==> src/verilog/sccc_pkg.sv <==
// sccc_pkg: constants and carrier types of the sync, coast and clamp control block.
// assumes one 200 MHz clock that also serves as the pixel period reference.
package sccc_pkg;
  localparam int CLK_MHZ = 200;
  // printed offsets are register indices; byte address is four times the index
  localparam logic [7:0] IDX_VS_CTRL = 8'h14;
  localparam logic [7:0] IDX_VS_WIDTH = 8'h15;
  localparam logic [7:0] IDX_LEAD = 8'h16;
  localparam logic [7:0] IDX_TRAIL = 8'h17;
  localparam logic [7:0] IDX_CC_SEL = 8'h18;
  localparam logic [7:0] IDX_CLAMP_DLY = 8'h19;
  localparam logic [7:0] IDX_CLAMP_WID = 8'h1A;
  localparam logic [7:0] IDX_CLAMP_POL = 8'h1B;
  localparam logic [7:0] IDX_STATUS = 8'h1F;
  localparam int NUM_REGS = 8;
  localparam logic [7:0] RST_VS_CTRL = 8'h18;
  localparam logic [7:0] RST_VS_WIDTH = 8'h0A;
  localparam logic [7:0] RST_LEAD = 8'h00;
  localparam logic [7:0] RST_TRAIL = 8'h00;
  localparam logic [7:0] RST_CC_SEL = 8'h20;
  localparam logic [7:0] RST_CLAMP_DLY = 8'h08;
  localparam logic [7:0] RST_CLAMP_WID = 8'h14;
  localparam logic [7:0] RST_CLAMP_POL = 8'h58;
  // vsync_shaping_control fields
  localparam int VS_SRC_OVR = 7;
  localparam int VS_SRC_SEP = 6;
  localparam int VS_INPOL_OVR = 5;
  localparam int VS_INPOL = 4;
  localparam int VS_OUTPOL = 3;
  localparam int VS_FILT_EN = 2;
  localparam int VS_DUR_EN = 1;
  // coast_clamp_select fields
  localparam int CS_COAST_PIN = 7;
  localparam int CS_CPOL_OVR = 6;
  localparam int CS_CPOL = 5;
  localparam int CS_EXT_CLAMP = 4;
  localparam int CS_RED_MID = 3;
  localparam int CS_BLUE_MID = 1;
  // clamp_polarity_offset_mode fields
  localparam int CP_POL_OVR = 7;
  localparam int CP_POL = 6;
  localparam int CP_AUTO_OFS = 5;
  localparam int POL_SENSE_W = 10;

  typedef struct packed {
    logic hsync;
    logic vsyncPin;
    logic vsyncSep;
    logic coastPin;
    logic clampPin;
  } sccc_sync_in_t;

  typedef struct packed {
    logic vsyncOut;
    logic coastOut;
    logic clampOut;
    logic [2:0] clampToMid;
    logic autoOffsetEn;
  } sccc_ctrl_out_t;
endpackage

==> src/verilog/sccc_ctrl.sv <==
// sccc_ctrl: vsync shaping, coast window and clamp control with an APB slave.
// assumes syncs arrive synchronous to clk, hsync active high, clk is the pixel clock.
`timescale 1ns/100ps
`default_nettype none
// Operation
// - vsync output active low when polarity bit clear, high when set; default set.
// - filter enable aligns vsync edges to hsync leading edges.
// - duration enable clear keeps vsync width; set uses width register; default clear.
// - 8-bit width register, default 10, used only while duration enabled.
// - coast starts the lead-line count of hsync periods before vsync.
// - coast holds the trail-line count of hsync periods after vsync.
// - coast source bit: 0 vsync path, 1 external coast pin.
// - vsync coast source follows vsync source override and source bits.
// - coast polarity: auto when override clear, else bit 5 sets it.
// - clamp source bit: 0 internal timing, 1 external clamp pin.
// - per-channel bits clamp to ground when 0, midscale when 1.
// - internal clamp starts start-delay pixel periods after hsync trailing edge.
// - internal clamp lasts the pulse-width count; zero is unsupported.
// - external clamp selection ignores clamp delay and width.
// - clamp polarity: auto when override clear, else bit 6 sets it.
// - auto-offset bit: 0 manual offset, 1 automatic offset.
// - with override set, source bit picks vsync pin or separator.
module sccc_ctrl
  import sccc_pkg::*;
#(
  parameter int ADDR_W = 8,
  parameter int LINE_W = 12
) (
  input wire logic clk,
  input wire logic reset,
  input wire logic psel,
  input wire logic penable,
  input wire logic pwrite,
  input wire logic [ADDR_W-1:0] paddr,
  input wire logic [31:0] pwdata,
  output logic [31:0] prdata,
  output logic pready,
  output logic pslverr,
  input wire sccc_sync_in_t syncIn,
  output sccc_ctrl_out_t ctrlOut
);
  if (ADDR_W < 7 || LINE_W < 9) begin : g_bad_param
    $error("sccc_ctrl: ADDR_W must reach index 0x1F, LINE_W exceed the lead count");
  end

  function automatic logic [7:0] reset_value(input int i);
    case (i)
      0: reset_value = RST_VS_CTRL;
      1: reset_value = RST_VS_WIDTH;
      2: reset_value = RST_LEAD;
      3: reset_value = RST_TRAIL;
      4: reset_value = RST_CC_SEL;
      5: reset_value = RST_CLAMP_DLY;
      6: reset_value = RST_CLAMP_WID;
      default: reset_value = RST_CLAMP_POL;
    endcase
  endfunction

  // true when an input matches the level chosen as active
  function automatic logic is_active(input logic lvl, input logic polHigh);
    is_active = (lvl == polHigh);
  endfunction

  // register file
  logic [7:0] regs_q [0:NUM_REGS-1];
  logic [7:0] idx;
  logic [7:0] rdByte;
  logic [7:0] status;
  logic hit;
  logic isStatus;
  logic accessCyc;

  assign idx = 8'(paddr[ADDR_W-1:2]);
  assign accessCyc = psel && penable;

  always_comb begin
    hit = 1'b0;
    isStatus = 1'b0;
    if (paddr[1:0] != 2'h0) begin
      hit = 1'b0;
    end else if (idx >= IDX_VS_CTRL && idx <= IDX_CLAMP_POL) begin
      hit = 1'b1;
    end else if (idx == IDX_STATUS) begin
      isStatus = 1'b1;
    end
  end

  always_comb begin
    rdByte = 8'h00;
    if (hit) begin
      rdByte = regs_q[3'(idx - IDX_VS_CTRL)];
    end else if (isStatus) begin
      rdByte = status;
    end
  end

  assign pready = 1'b1;
  assign pslverr = accessCyc && !hit && !(isStatus && !pwrite);
  assign prdata = {24'h000000, rdByte};

  always_ff @(posedge clk) begin
    if (reset) begin
      for (int i = 0; i < NUM_REGS; i++) begin
        regs_q[i] <= reset_value(i);
      end
    end else if (accessCyc && pwrite && hit) begin
      regs_q[3'(idx - IDX_VS_CTRL)] <= pwdata[7:0];
    end
  end

  logic [7:0] vsCtrl, vsWidth, leadLines, trailLines, ccSel, clampDly, clampWid, clampPol;
  assign vsCtrl = regs_q[0];
  assign vsWidth = regs_q[1];
  assign leadLines = regs_q[2];
  assign trailLines = regs_q[3];
  assign ccSel = regs_q[4];
  assign clampDly = regs_q[5];
  assign clampWid = regs_q[6];
  assign clampPol = regs_q[7];

  logic external_black_level_select;
  logic black_level_pulse_polarity;
  assign external_black_level_select = ccSel[CS_EXT_CLAMP];
  assign black_level_pulse_polarity = clampPol[CP_POL];

  // polarity guesses for the auto modes
  logic vsSel, vsDetHigh, coastDetHigh, clampDetHigh;

  sccc_polarity_sense u_vs_sense (
    .clk(clk),
    .reset(reset),
    .level(vsSel),
    .activeHigh(vsDetHigh)
  );

  sccc_polarity_sense u_coast_sense (
    .clk(clk),
    .reset(reset),
    .level(syncIn.coastPin),
    .activeHigh(coastDetHigh)
  );

  sccc_polarity_sense u_clamp_sense (
    .clk(clk),
    .reset(reset),
    .level(syncIn.clampPin),
    .activeHigh(clampDetHigh)
  );

  // vsync source and input polarity; automatic choice takes the pin
  assign vsSel = (vsCtrl[VS_SRC_OVR] && vsCtrl[VS_SRC_SEP]) ? syncIn.vsyncSep
               : syncIn.vsyncPin;
  logic vsPolHigh;
  assign vsPolHigh = vsCtrl[VS_INPOL_OVR] ? vsCtrl[VS_INPOL] : vsDetHigh;

  logic hsPrev_q, hsRise, hsFall;
  logic vsAct_q, vsFilt_q, vsPrev_q;
  logic vsStage, vsStart, vsEnd;

  assign hsRise = syncIn.hsync && !hsPrev_q;
  assign hsFall = !syncIn.hsync && hsPrev_q;

  always_ff @(posedge clk) begin
    if (reset) begin
      hsPrev_q <= 1'b0;
      vsAct_q <= 1'b0;
      vsPrev_q <= 1'b0;
    end else begin
      hsPrev_q <= syncIn.hsync;
      vsAct_q <= is_active(vsSel, vsPolHigh);
      vsPrev_q <= vsStage;
    end
  end

  // filtered vsync only moves on hsync leading edges
  always_ff @(posedge clk) begin
    if (reset) begin
      vsFilt_q <= 1'b0;
    end else if (hsRise) begin
      vsFilt_q <= vsAct_q;
    end
  end

  assign vsStage = vsCtrl[VS_FILT_EN] ? vsFilt_q : vsAct_q;
  assign vsStart = vsStage && !vsPrev_q;
  assign vsEnd = !vsStage && vsPrev_q;

  // output width counted in hsync periods from the vsync start
  logic [7:0] durCnt_q;
  logic durActive_q;

  always_ff @(posedge clk) begin
    if (reset) begin
      durCnt_q <= 8'h00;
      durActive_q <= 1'b0;
    end else if (vsStart) begin
      durCnt_q <= vsWidth;
      durActive_q <= (vsWidth != 8'h00);
    end else if (durActive_q && hsRise) begin
      durCnt_q <= durCnt_q - 8'h01;
      durActive_q <= (durCnt_q > 8'h01);
    end
  end

  logic vsShaped;
  assign vsShaped = vsCtrl[VS_DUR_EN] ? (durActive_q || vsStart) : vsStage;

  // line counting for the lead window: frame length measured between starts
  logic [LINE_W-1:0] lineCnt_q, frameLines_q;
  logic frameValid_q;
  localparam logic [LINE_W-1:0] LINE_MAX = {LINE_W{1'b1}};

  always_ff @(posedge clk) begin
    if (reset) begin
      lineCnt_q <= '0;
      frameLines_q <= '0;
      frameValid_q <= 1'b0;
    end else if (vsStart) begin
      lineCnt_q <= '0;
      frameLines_q <= lineCnt_q;
      frameValid_q <= (lineCnt_q != '0);
    end else if (hsRise && lineCnt_q != LINE_MAX) begin
      lineCnt_q <= lineCnt_q + 1'b1;
    end
  end

  // lead window opens when remaining lines fall to the lead count;
  // valid only while the filter enable stays unchanged, since vsStage follows the filter
  logic leadWin;
  logic [LINE_W:0] leadSum;
  assign leadSum = {1'b0, lineCnt_q} + (LINE_W+1)'(leadLines);
  assign leadWin = frameValid_q && leadLines != 8'h00 && !vsStage
                && leadSum >= {1'b0, frameLines_q};

  logic [7:0] trailCnt_q;
  always_ff @(posedge clk) begin
    if (reset) begin
      trailCnt_q <= 8'h00;
    end else if (vsEnd) begin
      trailCnt_q <= trailLines;
    end else if (vsStart) begin
      trailCnt_q <= 8'h00;
    end else if (hsRise && trailCnt_q != 8'h00) begin
      trailCnt_q <= trailCnt_q - 8'h01;
    end
  end

  logic trailWin, intCoast, extCoast, coastPolHigh;
  assign trailWin = (trailCnt_q != 8'h00);
  assign intCoast = leadWin || vsStage || trailWin || (vsEnd && |trailLines);
  assign coastPolHigh = ccSel[CS_CPOL_OVR] ? ccSel[CS_CPOL] : coastDetHigh;
  assign extCoast = is_active(syncIn.coastPin, coastPolHigh);

  // internal clamp timing from the hsync trailing edge
  logic clampTimer;
  sccc_pulse_timer #(
    .W(8)
  ) u_clamp_timer (
    .clk(clk),
    .reset(reset),
    .start(hsFall && !external_black_level_select),
    .delay(clampDly),
    .width(clampWid),
    .active(clampTimer)
  );

  logic clampPolHigh, extClamp;
  assign clampPolHigh = clampPol[CP_POL_OVR] ? black_level_pulse_polarity
                      : clampDetHigh;
  assign extClamp = is_active(syncIn.clampPin, clampPolHigh);

  // all outputs registered so they are glitch-free toward the analog side
  always_ff @(posedge clk) begin
    if (reset) begin
      ctrlOut.vsyncOut <= ~RST_VS_CTRL[VS_OUTPOL];
    end else begin
      ctrlOut.vsyncOut <= vsCtrl[VS_OUTPOL] ? vsShaped : !vsShaped;
    end
  end

  always_ff @(posedge clk) begin
    if (reset) begin
      ctrlOut.coastOut <= 1'b0;
    end else begin
      ctrlOut.coastOut <= ccSel[CS_COAST_PIN] ? extCoast : intCoast;
    end
  end

  always_ff @(posedge clk) begin
    if (reset) begin
      ctrlOut.clampOut <= 1'b0;
      ctrlOut.clampToMid <= 3'h0;
      ctrlOut.autoOffsetEn <= 1'b0;
    end else begin
      ctrlOut.clampOut <= external_black_level_select ? extClamp : clampTimer;
      ctrlOut.clampToMid <= ccSel[CS_RED_MID:CS_BLUE_MID];
      ctrlOut.autoOffsetEn <= clampPol[CP_AUTO_OFS];
    end
  end

  assign status = {vsDetHigh, coastDetHigh, clampDetHigh, frameValid_q,
                   vsStage, ctrlOut.vsyncOut, ctrlOut.coastOut, ctrlOut.clampOut};
endmodule
`default_nettype wire

==> src/verilog/sccc_polarity_sense.sv <==
// sccc_polarity_sense: guesses the active level of a sync-like input.
// assumes the input is synchronous and idles far longer than it is active.
`timescale 1ns/100ps
`default_nettype none
module sccc_polarity_sense
  import sccc_pkg::*;
#(
  parameter int CNT_W = POL_SENSE_W
) (
  input wire logic clk,
  input wire logic reset,
  input wire logic level,
  output logic activeHigh
);
  if (CNT_W < 2) begin : g_bad_width
    $error("sccc_polarity_sense: CNT_W too small");
  end

  logic [CNT_W-1:0] bal_q;
  localparam logic [CNT_W-1:0] MID = {1'b1, {(CNT_W-1){1'b0}}};
  localparam logic [CNT_W-1:0] TOP = {CNT_W{1'b1}};

  // low time pushes up: a mostly-low line is active high
  always_ff @(posedge clk) begin
    if (reset) begin
      bal_q <= MID;
    end else if (!level && bal_q != TOP) begin
      bal_q <= bal_q + 1'b1;
    end else if (level && bal_q != '0) begin
      bal_q <= bal_q - 1'b1;
    end
  end

  assign activeHigh = bal_q[CNT_W-1];
endmodule
`default_nettype wire

==> src/verilog/sccc_pulse_timer.sv <==
// sccc_pulse_timer: one pulse of programmed width after a programmed delay.
// assumes start is a one-cycle pulse; a start while busy is ignored.
`timescale 1ns/100ps
`default_nettype none
module sccc_pulse_timer
  import sccc_pkg::*;
#(
  parameter int W = 8
) (
  input wire logic clk,
  input wire logic reset,
  input wire logic start,
  input wire logic [W-1:0] delay,
  input wire logic [W-1:0] width,
  output logic active
);
  if (W < 1) begin : g_bad_width
    $error("sccc_pulse_timer: W must be positive");
  end

  typedef enum logic [1:0] {TM_IDLE, TM_WAIT, TM_ON} sccc_tm_state_t;
  sccc_tm_state_t state_q;
  logic [W-1:0] cnt_q;

  // zero delay is unsupported; it behaves as one
  always_ff @(posedge clk) begin
    if (reset) begin
      state_q <= TM_IDLE;
      cnt_q <= '0;
    end else begin
      case (state_q)
        TM_IDLE: begin
          if (start && width != '0) begin
            state_q <= TM_WAIT;
            cnt_q <= (delay == '0) ? W'(1) : delay;
          end
        end
        TM_WAIT: begin
          if (cnt_q <= W'(1)) begin
            state_q <= TM_ON;
            cnt_q <= width;
          end else begin
            cnt_q <= cnt_q - 1'b1;
          end
        end
        default: begin
          if (cnt_q <= W'(1)) begin
            state_q <= TM_IDLE;
          end else begin
            cnt_q <= cnt_q - 1'b1;
          end
        end
      endcase
    end
  end

  assign active = (state_q == TM_ON);
endmodule
`default_nettype wire
==> config.mk <==
export PLATFORM = sky130hd
export DESIGN_NAME = sccc_ctrl
export DESIGN_NICKNAME = d
export VERILOG_FILES = /design/src/verilog/sccc_pkg.sv /design/src/verilog/sccc_ctrl.sv /design/src/verilog/sccc_polarity_sense.sv /design/src/verilog/sccc_pulse_timer.sv
export SDC_FILE = /design/constraint.sdc
export NUM_CORES = 1
export LEC_CHECK = 0
export BUFFER_PORTS_ARGS = -buffer_cell sky130_fd_sc_hd__buf_2
export CAP_MARGIN = 20
export CORE_MARGIN = 2
export CORE_UTILIZATION = 47
export CTS_CLUSTER_DIAMETER = 30
export DETAILED_ROUTE_END_ITERATION = 7
export GPL_TIMING_DRIVEN = 0
export MAX_ROUTING_LAYER = met4
export PLACE_DENSITY_LB_ADDON = 0.1
export SYNTH_ARGS = -nofsm -noshare
export SYNTH_HDL_FRONTEND = slang
export SYNTH_SLANG_ARGS = --single-unit
==> constraint.sdc <==
create_clock -name clk -period 6.1 [get_ports clk]
set_input_delay 0.305 -clock clk [delete_from_list [all_inputs] [get_ports clk]]
set_output_delay 0.305 -clock clk [all_outputs]
set_load 0.05 [all_outputs]
==> impl_metrics.prom <==
# TYPE chip_impl_metric gauge
chip_impl_info{name="status",value="complete, no violations"} 1
chip_impl_info{name="path_class",value="reg -> reg"} 1
chip_impl_metric{name="gr-total-overflow",unit=""} 0
chip_impl_metric{name="floorplan.initialDensity",unit="%"} 48.1
chip_impl_metric{name="placement.cell_area",unit="sq um"} 10100
chip_impl_info{name="synth_area_leaders",value="sky130_fd_sc_hd__edfxtp_1 (20%), sky130_fd_sc_hd__dfxtp_1 (20%), sky130_fd_sc_hd__ha_1 (7.0%)"} 1
chip_impl_metric{name="final_min_period_over_clock_period",unit="%"} 62.1
chip_impl_metric{name="drtPass1Iterations",unit=""} 6
chip_impl_metric{name="num_vias",unit=""} 7652
chip_impl_metric{name="grt_antenna_before_repair",unit=""} 1
chip_impl_metric{name="dieWidth",unit="um"} 146
chip_impl_info{name="layout.cells.most_common_list",value="sky130_fd_sc_hd__nor2_1 (105), sky130_fd_sc_hd__dfxtp_1 (93), sky130_fd_sc_hd__a21oi_1 (75)"} 1
chip_impl_metric{name="synthDominantCellAreaShare",unit="%"} 20.4
chip_impl_metric{name="drv.max_cap_violation_count",unit=""} 0
chip_impl_metric{name="synthDistinctLibCells",unit=""} 75
chip_impl_metric{name="gp_routability_congestion",unit=""} 0.944
chip_impl_metric{name="worst_ep_arrival_time",unit="ns"} 4.10
chip_impl_metric{name="synth_enable_flop_cells",unit=""} 64
chip_impl_metric{name="detail_route.vias_per_cell",unit=""} 5.58
chip_impl_info{name="critPathLaunchType",value="flop"} 1
chip_impl_metric{name="die_area",unit="sq um"} 21200
chip_impl_info{name="critical_path.slowest_cell",value="sky130_fd_sc_hd__o31ai_1"} 1
chip_impl_metric{name="syn_avg_cell_area",unit="sq um"} 9.33
chip_impl_info{name="timing.critical_path.max_delay_family",value="compound AO/OA/AOI/OAI gates"} 1
chip_impl_metric{name="synthArstFlopShare",unit="%"} 0
chip_impl_metric{name="floorplan.io_pins",unit=""} 91
chip_impl_metric{name="final_area",unit="sq um"} 10600
chip_impl_metric{name="slew-limit-headroom",unit="%"} 38.3
chip_impl_metric{name="groute.layer.met1.usage",unit="%"} 33.7
chip_impl_metric{name="syn2layout_area_growth",unit="%"} 12.6
chip_impl_metric{name="dp_hpwl",unit="um"} 18300
chip_impl_metric{name="synth-seq-area-share",unit="%"} 40.1
chip_impl_metric{name="number_of_h_tree_branching_levels",unit=""} 4
chip_impl_metric{name="cts.path.max_buffers",unit=""} 2
chip_impl_metric{name="max_clock_freq",unit="MHz"} 264
chip_impl_info{name="setup.worst_path.end_class",value="flop"} 1
chip_impl_metric{name="post-cts-setup-buffers",unit=""} 0
chip_impl_metric{name="fp.dieH",unit="um"} 146
chip_impl_info{name="ys_dominant_reg_cell",value="sky130_fd_sc_hd__dfxtp_1"} 1
chip_impl_metric{name="power.leakage",unit="nW"} 4.11
chip_impl_metric{name="io_buffers",unit=""} 39
chip_impl_metric{name="final.setup_skew",unit="ns"} 0.0107
chip_impl_metric{name="met2_usage",unit="%"} 36.3
chip_impl_metric{name="cts-resized-gates",unit=""} 0
chip_impl_info{name="rsz0062_at_grt",value="false"} 1
chip_impl_info{name="layout.cells.most_common",value="sky130_fd_sc_hd__nor2_1"} 1
chip_impl_info{name="crit_path_cells",value="nand2_1 -> o31ai_1 -> buf_4 -> ha_1 -> a211oi_1 -> o21ai_0 -> a2111oi_0 -> o211ai_1 -> and3_1 -> or3_1"} 1
chip_impl_metric{name="diodes",unit=""} 0
chip_impl_metric{name="post_route_cells_drive_above_1_share",unit="%"} 12.8
chip_impl_info{name="tritoncts_clock_tree",value="yes"} 1
chip_impl_metric{name="fill_cells",unit=""} 1853
chip_impl_metric{name="maximum_fanout_along_the_worst_path",unit=""} 6
chip_impl_metric{name="wl_per_cell",unit="um"} 18.2
chip_impl_metric{name="cp.required",unit="ns"} 6.41
chip_impl_metric{name="cts.sinks",unit=""} 157
chip_impl_metric{name="wirelength",unit="um"} 25000
chip_impl_metric{name="drcViolationCount",unit=""} 0
chip_impl_metric{name="fin_setup_tns",unit="ns"} 0
chip_impl_metric{name="worst-slew-pin-transition",unit="ns"} 0.918
chip_impl_info{name="worstHoldPathType",value="in -> reg"} 1
chip_impl_metric{name="grt_pass1_vias",unit=""} 7023
chip_impl_metric{name="grt_start_max_net_pins",unit=""} 17
chip_impl_metric{name="gr-usage-all-layers",unit="%"} 24.1
chip_impl_info{name="cts.root.buffer_cell",value="sky130_fd_sc_hd__clkbuf_16"} 1
chip_impl_metric{name="grt_first_pass_wirelength",unit="um"} 39000
chip_impl_info{name="most_crowded_layer_after_global_routing",value="met2"} 1
chip_impl_metric{name="final-hold-violation-count",unit=""} 0
chip_impl_metric{name="fin_crit",unit="ns"} 3.79
chip_impl_metric{name="finalMaxSlewViolations",unit=""} 0
chip_impl_metric{name="drt_iter0_drc",unit=""} 755
chip_impl_metric{name="total_power_divided_by_cell_area",unit="nW/um^2"} 340
chip_impl_metric{name="insertion_delay",unit="ns"} 0.44
chip_impl_info{name="yosys.area.top_type",value="sky130_fd_sc_hd__edfxtp_1"} 1
chip_impl_metric{name="fp-row-count",unit=""} 51
chip_impl_metric{name="netlist_area",unit="sq um"} 9430
chip_impl_metric{name="final_nets",unit=""} 1201
chip_impl_metric{name="setup_viol",unit=""} 0
chip_impl_metric{name="synthCells",unit=""} 1011
chip_impl_metric{name="ff_latch_count_synth",unit=""} 157
chip_impl_metric{name="vdd_ir_drop_max",unit="uV"} 217
chip_impl_metric{name="ys_warn_count",unit=""} 0
chip_impl_metric{name="cts_buffers",unit=""} 17
chip_impl_metric{name="met3_usage",unit="%"} 3.07
chip_impl_metric{name="worst_setup_hold_path_clk_slew",unit="ns"} 0.06
chip_impl_metric{name="path_buf_inv",unit=""} 1
chip_impl_metric{name="route.antenna.remaining_nets",unit=""} 0
chip_impl_metric{name="cts_hold_buf",unit=""} 0
chip_impl_metric{name="critPathMaxStageDelay",unit="ns"} 0.70
chip_impl_metric{name="core_region_area",unit="sq um"} 19600
synthesized netlist by cell type, drive strengths merged, types with 18 or more instances:
| cell type | instances |
|---|---|
| nor4 | 24 |
| nor2 | 106 |
| a211oi | 18 |
| mux2i | 29 |
| ha | 53 |
| xnor2 | 34 |
| clkbuf | 26 |
| inv | 42 |
| a21oi | 75 |
| nor3 | 27 |
| nand2 | 63 |
| buf | 36 |
| and2 | 58 |
| edfxtp | 64 |
| dfxtp | 93 |
| o21ai | 38 |
registers in the layout, summed over array words and instances (netlist names), 2 cells and up:
register / cells
trailCnt_q: 8
u_vs_sense.bal_q: 10
u_clamp_sense.bal_q: 10
regs_q: 64
u_clamp_timer.state_q: 2
u_clamp_timer.cnt_q: 8
u_coast_sense.bal_q: 10
durCnt_q: 8
lineCnt_q: 12
frameLines_q: 12
ctrlOut: 7
layer usage:
| metal | up-vias | share of wire (%) |
|---|---|---|
| met1 | 3598 | 48 |
| li1 | 3788 | - |
| met4 | 0 | 2.0 |
| met2 | 222 | 45 |
| met5 | - | 0 |
| met3 | 44 | 5.3 |
final timing paths:
path | from | endpoint | slack [ns] | depth (start not counted)
min reg2reg | vsAct_q | vsFilt_q | 0.46 | 2
min | syncIn[4] | hsPrev_q | 0.20 | 2
max reg2reg | u_clamp_sense.bal_q[9] | u_clamp_sense.bal_q[9] | 2.31 | 10
max | u_clamp_sense.bal_q[9] | u_clamp_sense.bal_q[9] | 2.31 | 10
stage by stage:
stage	power [mW]	hold WS, ns	std cells	util, %	setup slack, ns
after global placement	2.56	0.446	1338	51.3	1.98
after detailed placement	2.57	0.453	1340	51.3	2.42
final	3.61	0.196	1372	54.2	2.31
after CTS	3.61	0.192	1372	54.2	2.35
after floorplan	2.32	0.431	1034	-	2.73
after global routing	3.83	0.194	1372	54.2	2.08
cell type report:
type	count	area (sq um)	share of cell area, %
inverters	42	158	1.48
plain buffers	62	335	3.16
clock inverters	14	131	1.24
repair buffers	41	210	1.98
flip-flops and latches	157	3780	35.6
multi-input cells	773	5240	49.3
well taps	265	332	3.12
clock buffers	18	429	4.04
where the power goes:
group / switching [mW] / internal (mW) / leakage (nW)
clock: 0.469 / 0.569 / 0.269
sequential: 0.157 / 1.24 / 1.38
combinational: 0.654 / 0.520 / 2.46
total: 1.28 / 2.33 / 4.11
logic make-up after synthesis:
| group | Yosys count | synth area share [%] |
|---|---|---|
| AO/OA/AOI/OAI | 225 | 15.6 |
| other | 2 | 0.0797 |
| adder cells (fa/ha/maj) | 57 | 7.88 |
| multiplexers | 41 | 5.47 |
| buffers and inverters | 104 | 5.23 |
| flip-flops | 157 | 40.1 |
| XOR/XNOR | 50 | 4.64 |
| AND/OR/NAND/NOR | 375 | 21.0 |
(Power assumes the default switching activity.)
